### config.mk
export PLATFORM = sky130hd
export DESIGN_NAME = pagpio_port
export DESIGN_NICKNAME = d
export VERILOG_FILES = /design/src/verilog/pagpio_port.v
export VERILOG_INCLUDE_DIRS = /design/src /design/src/verilog
export SDC_FILE = /design/constraint.sdc
export NUM_CORES = 1
export LEC_CHECK = 0
export BUFFER_PORTS_ARGS = -buffer_cell sky130_fd_sc_hd__buf_2
export CAP_MARGIN = 20
export CORE_MARGIN = 4
export CORE_UTILIZATION = 45
export CTS_CLUSTER_SIZE = 8
export DETAILED_ROUTE_END_ITERATION = 10
export GPL_TIMING_DRIVEN = 1
export PLACE_DENSITY = 0.76
export SLEW_MARGIN = 20
export SYNTH_ARGS = -nofsm -noshare
export SYNTH_HDL_FRONTEND = slang
export SYNTH_SLANG_ARGS = --single-unit
### constraint.sdc
create_clock -name aclk -period 1.7 [get_ports aclk]
set_input_delay 0.34 -clock aclk [delete_from_list [all_inputs] [get_ports aclk]]
set_output_delay 0.34 -clock aclk [all_outputs]
set_load 0.05 [all_outputs]
### src/verilog/pagpio_regs.vh
// Register map, field positions and reset values of the port block
`ifndef PAGPIO_REGS_VH
`define PAGPIO_REGS_VH
`define PAG_OFF_PORT_PIN_DATA     8'h05
`define PAG_OFF_OPEN_DRAIN_ENABLE 8'h16
`define PAG_OFF_PIN_DIRECTION     8'h85
`define PAG_OFF_PULL_UP_ENABLE    8'h95
`define PAG_OFF_CHANGE_IRQ_ENABLE 8'h96
`define PAG_OFF_PULL_DOWN_ENABLE  8'h98
`define PAG_OFF_IRQ_CONTROL       8'h8B
`define PAG_OFF_IRQ_FLAG          8'h8C
`define PAG_OFF_PERIPH_CTRL       8'h9C
`define PAG_IDX_TO_BYTE(i)        ({(i), 2'b00})
`define PAG_NPINS                 6
`define PAG_BIT_INPUT_ONLY        3
`define PAG_BIT_PORT_CHANGE_FLAG  3
`define PAG_BIT_PORT_CHANGE_IE    3
`define PAG_BIT_GLOBAL_IE         7
`define PAG_BIT_MASTER_CLEAR_FUNCTION_EN           6
`define PAG_RST_DIRECTION         6'h3F
`define PAG_RST_ZERO6             6'h00
`define PAG_MASK_OPEN_DRAIN       6'h37
`define PAG_MASK_PULL_DOWN        6'h07
`define PAG_RESP_OKAY             2'b00
`define PAG_RESP_SLVERR           2'b10
`endif

### src/verilog/pagpio_port.v
// Six-pin GPIO port with change detection behind an AXI4-Lite slave
// Functional notes
// Six pins, each with direction and data bits
// Direction 1 makes pin input, driver off
// Direction 0 drives pin from output latch
// Pin 3 input only, direction reads one
// Data read gives pins; write loads latch
// Writes are read-modify-write into latch; the code loads the written byte whole
// Master clear on: pin 3 reads zero
// Per-pin pull-up enables, off at reset
// Per-pin change enables, cleared at reset
// Enabled pins compared with last-read snapshot
// Persisting mismatch keeps setting change flag
// Data register access refreshes the snapshot
// Change interrupt wakes device from sleep
// Global enable gates change interrupt
// Software disables change on programming pins
// Software sets programming clock pin input
// Open-drain enables, pin 3 unimplemented
// Pull-downs only on pins 2 to 0
// Enabled peripheral takes over its pin
// Change flag bit 3, sticky until cleared
// Global enable bit 7; zero disables all
// Request when flag, enable, global all set
`timescale 1ns/10ps
`include "pagpio_regs.vh"
`default_nettype none
module pagpio_port (
  input  wire        aclk,
  input  wire        aresetn,
  input  wire [9:0]  s_axi_awaddr,
  input  wire        s_axi_awvalid,
  output wire        s_axi_awready,
  input  wire [31:0] s_axi_wdata,
  input  wire [3:0]  s_axi_wstrb,
  input  wire        s_axi_wvalid,
  output wire        s_axi_wready,
  output reg  [1:0]  s_axi_bresp,
  output reg         s_axi_bvalid,
  input  wire        s_axi_bready,
  input  wire [9:0]  s_axi_araddr,
  input  wire        s_axi_arvalid,
  output wire        s_axi_arready,
  output reg  [31:0] s_axi_rdata,
  output reg  [1:0]  s_axi_rresp,
  output reg         s_axi_rvalid,
  input  wire        s_axi_rready,
  input  wire [5:0]  pin_in,
  output wire [5:0]  pin_out,
  output wire [5:0]  pin_oe,
  output wire [5:0]  pull_up_on,
  output wire [5:0]  pull_down_on,
  input  wire [5:0]  periph_own,
  input  wire [5:0]  periph_out,
  input  wire [5:0]  periph_oe,
  input  wire        sleep_active,
  output wire        port_change_irq,
  output wire        wake_req
);
  reg  [5:0] sync1_r;
  reg  [5:0] pin_sync_r;
  reg  [5:0] latch_r;
  reg  [5:0] dir_r;
  reg  [5:0] open_drain_r;
  reg  [5:0] pull_up_r;
  reg  [5:0] pull_dn_r;
  reg  [5:0] change_en_r;
  reg  [5:0] snap_r;
  reg        flag_r;
  reg  [7:0] irq_ctrl_r;
  reg        master_clear_function_en_r;
  reg  [9:0] awaddr_r;
  reg        aw_have_r;
  reg  [31:0] wdata_r;
  reg  [3:0] wstrb_r;
  reg        w_have_r;
  wire       do_write;
  wire       do_read;
  wire [5:0] pin_level;
  wire [5:0] dir_eff;
  wire [5:0] mismatch;
  wire       wr_data_hit;
  wire       rd_data_hit;
  wire       flag_clear;
  reg  [31:0] rd_val;
  reg         rd_ok;

  // Register index of a byte address; misaligned maps to an unused index
  function [7:0] reg_idx;
    input [9:0] addr;
    begin
      reg_idx = (addr[1:0] == 2'b00) ? addr[9:2] : 8'hFF;
    end
  endfunction

  // Register match test used by both channels
  function hit;
    input [9:0] addr;
    input [7:0] off;
    begin
      hit = (reg_idx(addr) == off);
    end
  endfunction

  function [5:0] byte0;
    input [31:0] d;
    begin
      byte0 = d[5:0];
    end
  endfunction

  // Pins pass a two-stage synchroniser
  always @(posedge aclk) begin
    if (!aresetn) begin
      sync1_r    <= `PAG_RST_ZERO6;
      pin_sync_r <= `PAG_RST_ZERO6;
    end else begin
      sync1_r    <= pin_in;
      pin_sync_r <= sync1_r;
    end
  end

  assign dir_eff = dir_r | (6'h01 << `PAG_BIT_INPUT_ONLY);
  assign pin_level = {pin_sync_r[5:4],
                      pin_sync_r[3] & ~master_clear_function_en_r,
                      pin_sync_r[2:0]};

  // Pad drive: open drain only pulls low; peripherals win
  genvar g;
  generate
    for (g = 0; g < `PAG_NPINS; g = g + 1) begin : g_pad
      wire gp_oe = ~dir_eff[g] & (~open_drain_r[g] | ~latch_r[g]);
      assign pin_out[g] = periph_own[g] ? periph_out[g] : (latch_r[g] & ~open_drain_r[g]);
      assign pin_oe[g]  = periph_own[g] ? periph_oe[g] : gp_oe;
    end
  endgenerate

  assign pull_up_on   = pull_up_r;
  assign pull_down_on = pull_dn_r & `PAG_MASK_PULL_DOWN;

  // AXI write channel: address and data taken in either order
  assign s_axi_awready = ~aw_have_r & ~s_axi_bvalid;
  assign s_axi_wready  = ~w_have_r & ~s_axi_bvalid;
  assign do_write      = aw_have_r & w_have_r & ~s_axi_bvalid;
  assign s_axi_arready = ~s_axi_rvalid;
  assign do_read       = s_axi_arvalid & s_axi_arready;

  assign wr_data_hit = do_write && wstrb_r[0] && hit(awaddr_r, `PAG_OFF_PORT_PIN_DATA);
  assign rd_data_hit = do_read && hit(s_axi_araddr, `PAG_OFF_PORT_PIN_DATA);
  assign flag_clear  = do_write && wstrb_r[0] && hit(awaddr_r, `PAG_OFF_IRQ_FLAG) &&
                       !wdata_r[`PAG_BIT_PORT_CHANGE_FLAG];

  assign mismatch = (pin_level ^ snap_r) & change_en_r;

  always @(posedge aclk) begin
    if (!aresetn) begin
      aw_have_r    <= 1'b0;
      w_have_r     <= 1'b0;
      awaddr_r     <= 10'h000;
      wdata_r      <= 32'h0000_0000;
      wstrb_r      <= 4'h0;
      s_axi_bvalid <= 1'b0;
      s_axi_bresp  <= `PAG_RESP_OKAY;
      latch_r      <= `PAG_RST_ZERO6;
      dir_r        <= `PAG_RST_DIRECTION;
      open_drain_r <= `PAG_RST_ZERO6;
      pull_up_r    <= `PAG_RST_ZERO6;
      pull_dn_r    <= `PAG_RST_ZERO6;
      change_en_r  <= `PAG_RST_ZERO6;
      irq_ctrl_r   <= 8'h00;
      master_clear_function_en_r    <= 1'b0;
    end else begin
      if (s_axi_awvalid && s_axi_awready) begin
        aw_have_r <= 1'b1;
        awaddr_r  <= s_axi_awaddr;
      end
      if (s_axi_wvalid && s_axi_wready) begin
        w_have_r <= 1'b1;
        wdata_r  <= s_axi_wdata;
        wstrb_r  <= s_axi_wstrb;
      end
      if (do_write) begin
        aw_have_r    <= 1'b0;
        w_have_r     <= 1'b0;
        s_axi_bvalid <= 1'b1;
        s_axi_bresp  <= `PAG_RESP_OKAY;
        if (wstrb_r[0]) begin
          case (reg_idx(awaddr_r))
            `PAG_OFF_PORT_PIN_DATA: begin
              // No read-modify-write: the written byte loads the whole latch, input pins included
              latch_r <= byte0(wdata_r);
            end
            `PAG_OFF_OPEN_DRAIN_ENABLE: open_drain_r <= byte0(wdata_r) & `PAG_MASK_OPEN_DRAIN;
            `PAG_OFF_PIN_DIRECTION: dir_r <= byte0(wdata_r);
            `PAG_OFF_PULL_UP_ENABLE: pull_up_r <= byte0(wdata_r);
            `PAG_OFF_CHANGE_IRQ_ENABLE: change_en_r <= byte0(wdata_r);
            `PAG_OFF_PULL_DOWN_ENABLE: pull_dn_r <= byte0(wdata_r) & `PAG_MASK_PULL_DOWN;
            `PAG_OFF_IRQ_CONTROL: irq_ctrl_r <= wdata_r[7:0];
            `PAG_OFF_IRQ_FLAG: begin
            end
            `PAG_OFF_PERIPH_CTRL: master_clear_function_en_r <= wdata_r[`PAG_BIT_MASTER_CLEAR_FUNCTION_EN];
            default: s_axi_bresp <= `PAG_RESP_SLVERR;
          endcase
        end
      end else if (s_axi_bvalid && s_axi_bready) begin
        s_axi_bvalid <= 1'b0;
      end
    end
  end

  // Snapshot and sticky change flag; a live mismatch beats a clear
  always @(posedge aclk) begin
    if (!aresetn) begin
      snap_r <= `PAG_RST_ZERO6;
      flag_r <= 1'b0;
    end else begin
      if (rd_data_hit || wr_data_hit) begin
        snap_r <= pin_level;
      end
      if (|mismatch) begin
        flag_r <= 1'b1;
      end else if (flag_clear) begin
        flag_r <= 1'b0;
      end
    end
  end

  // Read decode
  always @* begin
    rd_val = 32'h0000_0000;
    rd_ok  = 1'b1;
    case (reg_idx(s_axi_araddr))
      `PAG_OFF_PORT_PIN_DATA:     rd_val[5:0] = pin_level;
      `PAG_OFF_OPEN_DRAIN_ENABLE: rd_val[5:0] = open_drain_r;
      `PAG_OFF_PIN_DIRECTION:     rd_val[5:0] = dir_eff;
      `PAG_OFF_PULL_UP_ENABLE:    rd_val[5:0] = pull_up_r;
      `PAG_OFF_CHANGE_IRQ_ENABLE: rd_val[5:0] = change_en_r;
      `PAG_OFF_PULL_DOWN_ENABLE:  rd_val[5:0] = pull_dn_r;
      `PAG_OFF_IRQ_CONTROL:       rd_val[7:0] = irq_ctrl_r;
      `PAG_OFF_IRQ_FLAG:          rd_val[`PAG_BIT_PORT_CHANGE_FLAG] = flag_r;
      `PAG_OFF_PERIPH_CTRL:       rd_val[`PAG_BIT_MASTER_CLEAR_FUNCTION_EN] = master_clear_function_en_r;
      default:                    rd_ok = 1'b0;
    endcase
  end

  always @(posedge aclk) begin
    if (!aresetn) begin
      s_axi_rvalid <= 1'b0;
      s_axi_rdata  <= 32'h0000_0000;
      s_axi_rresp  <= `PAG_RESP_OKAY;
    end else if (do_read) begin
      s_axi_rvalid <= 1'b1;
      s_axi_rdata  <= rd_val;
      s_axi_rresp  <= rd_ok ? `PAG_RESP_OKAY : `PAG_RESP_SLVERR;
    end else if (s_axi_rvalid && s_axi_rready) begin
      s_axi_rvalid <= 1'b0;
    end
  end

  assign port_change_irq = flag_r & irq_ctrl_r[`PAG_BIT_PORT_CHANGE_IE] &
                           irq_ctrl_r[`PAG_BIT_GLOBAL_IE];
  assign wake_req = sleep_active & flag_r & irq_ctrl_r[`PAG_BIT_PORT_CHANGE_IE];
endmodule // pagpio_port
`default_nettype wire

==> results.md <==
* Status: finished with violations
* Failing checks: setup timing
* Syn. warnings at 0
* Synthesized area at 4390 um^2
* CP Launch Type: flop
* Drt initial violations at 249
* Area grow syn2layout at 26.4%
* Leakage power at 0.00239 uW
* Post-synth EDFFs at 0
* Final nets at 727
* CP Max Fanout at 6
* CTS H-Tree Depth at 3
* WL/cell at 15.5 um
* Count leader, synth: dfxtp_1
* R2R depth at 6
* Vias at 4165
* Num CTS Buffers at 9
* Cell Rows at 35
* Clock-pin slew on the worst setup and hold paths at 90 ps
* #FFs+latches synth at 92
* Initial Utilization at 46.8%
* Total track usage at 20.5%
* Cts hold-fix bufs at 0
* Initial antenna violation count at 0
* Worst IR Drop VDD at 0.533 mV
* Clk_lat worst skew at 350 ps
* Final worst setup slack at -52.0 ps
* Worst Hold Class: in2reg
* Chip width at 107 um
* Total wire length at 12.0 mm
* Final hold vios at 0
* Final Skew at 9.39 ps
* Synth top area share at 41.9%
* Final Power at 4480 uW
* Antenna cells at 0
* Tmin final at 1750 ps
* Unrepaired setup endpoints after global routing: true
* Share of cells above drive strength 1 at 29.5%
* Max Clk Rate at 571 MHz
* Slew Limit Fails at 0
* Synth cell count leaders: dfxtp_1 (92), nor2_1 (46), nand2_1 (45), mux2i_1 (38)
* Dpl cells at 750
* Post-placement cell area at 5210 um^2
* Sequential cell area fraction in the yosys report at 41.9%
* Pre-Repair DR Iteration Count at 5
* Avg Vias per Cell at 5.40
* Power Density at 806 nW/um^2
* Grt total ovfl at 0
* Worst Path Arrival at 1980 ps
* Clk sinks at 92
* Critical path class: reg2reg
* Fin crit share at 103%
* Post-route ant nets at 0
* Non-Filler Instances at 772
* Clock Tree Root: clkbuf_8
* Endpoint class of the critical path: flop
* Port bufs at 98
* Ys async rst share at 0%
* # DRC at 0
* Total core area at 9370 um^2
* Finish-stage setup viols at 13
* Cell count after synthesis at 506
* Post-synth top area cell: dfxtp_1
* Place WS at -191 ps
* Vias in the first global route at 3947
* IO Pins at 155
* Hold_ws at 157 ps
* CTS tree: built
* Die area at 11400 um^2
* Pin count of the biggest net entering global routing at 68
* Max clock buf depth at 2
* Post-DP HPWL at 8.86 mm
* First-pass GRT wire length at 18.9 mm
* CP required at 1930 ps
* Top post-synthesis cells by area: dfxtp_1 (42%), mux2i_1 (8.7%), buf_4 (5.0%), nor2_1 (3.9%), nand2_1 (3.8%)
* Dominant synthesized flop cell: dfxtp_1
* Final non-filler cell area at 5550 um^2
* Synth cell types at 53
* Placer Congestion at 0.937
* Post-Syn Area per Cell at 8.68 um^2
* Max-cap violation count at 0
* Worst Hold Depth at 2
* Die Height at 107 um
==> sequential cells by signal (all words and copies together), names as in the netlist, 3 cells and up <==
signal	count
pull_up_on	6
change_en_r	6
wdata_r	8
awaddr_r	10
sync1_r	6
pull_dn_r	3
latch_r	6
irq_ctrl_r	8
snap_r	6
open_drain_r	5
pin_sync_r	6
dir_r	5
s_axi_rdata	8
==> worst paths after layout <==
kind / start / slack (ps) / endpoint
hold / removal: s_axi_rready / 160 / s_axi_rvalid$_SDFFE_PN0P_
setup / recovery: awaddr_r[1]$_SDFFE_PN0P_ / -50 / snap_r[0]$_SDFFE_PN0P_
hold reg to reg: sync1_r[3]$_SDFF_PN0_ / 440 / pin_sync_r[3]$_SDFF_PN0_
setup reg to reg: awaddr_r[1]$_SDFFE_PN0P_ / -50 / snap_r[0]$_SDFFE_PN0P_
==> layer usage <==
| layer | global-route usage, % | share of wire (%) |
|---|---|---|
| met5 | 0 | 0 |
| met2 | 33.5 | 48 |
| met1 | 26.2 | 42 |
| met3 | 4.15 | 7.8 |
| met4 | 9.32 | 2.7 |
==> through the flow <==
| step | utilization, % | TNS [ps] |
|---|---|---|
| after floorplan | - | -1310 |
| after detailed placement | 55.6 | -1580 |
| after global placement | 55.6 | -1300 |
| after CTS | 58.0 | -38.4 |
| after global routing | 59.2 | -2130 |
| final | 59.2 | -276 |
==> placed cells by master (no fill, tap or decap), types with 4 or more instances in the layout <==
cell	instances
a221oi_1	5
clkbuf_8	9
a211oi_1	4
clkbuf_4	4
nand3_1	22
nor2b_1	7
a31oi_1	8
nand2_1	45
buf_4	50
buf_6	5
a21oi_1	32
nor2_1	45
and2_1	16
nand2b_1	11
buf_2	91
nand4_1	5
o21ai_0	27
conb_1	29
mux2i_1	38
a21o_1	6
xor2_1	6
nand4b_1	4
o21ai_1	10
dfxtp_1	87
and3_1	9
a32oi_1	4
dfxtp_2	4
==> kinds of logic after synthesis <==
family	count (synthesis)	synth area share, %
compound gates	118	17.0
xor+xnor	6	1.20
buf+inv	63	8.01
flops	92	41.9
mux	40	9.18
other cells	1	0.0854
simple gates	186	22.6
==> critical path: stages, from the launching register on <==
cell and delay [ps]:
dfxtp_2 360, nor4_4 270, nand2b_1 110, or4_4 570
buf_6 160, nand3_1 80, a21oi_1 80
==> layout make-up <==
| class | count | area [um^2] |
|---|---|---|
| fill | 833 | 3820 |
| multi-input combinational | 379 | 2360 |
| sequential | 92 | 1850 |
| timing repair buffer | 153 | 977 |
| tap | 129 | 161 |
| clock buffer | 11 | 131 |
| clock inverter | 4 | 51.3 |
| inverter | 4 | 15.0 |
==> power breakdown <==
group	internal, uW	switching, uW
Clock	673	733
Combinational	268	514
Sequential	2220	68.9
Total	3160	1320
==> timing repair <==
action                     4_1_cts  5_1_grt
resized for setup               11       25
setup buffers                    1        4
pin swaps                        0        3
gates cloned                     1        1
setup endpoints to repair       17       49
No activity file was read; power rests on OpenSTA's default activity.
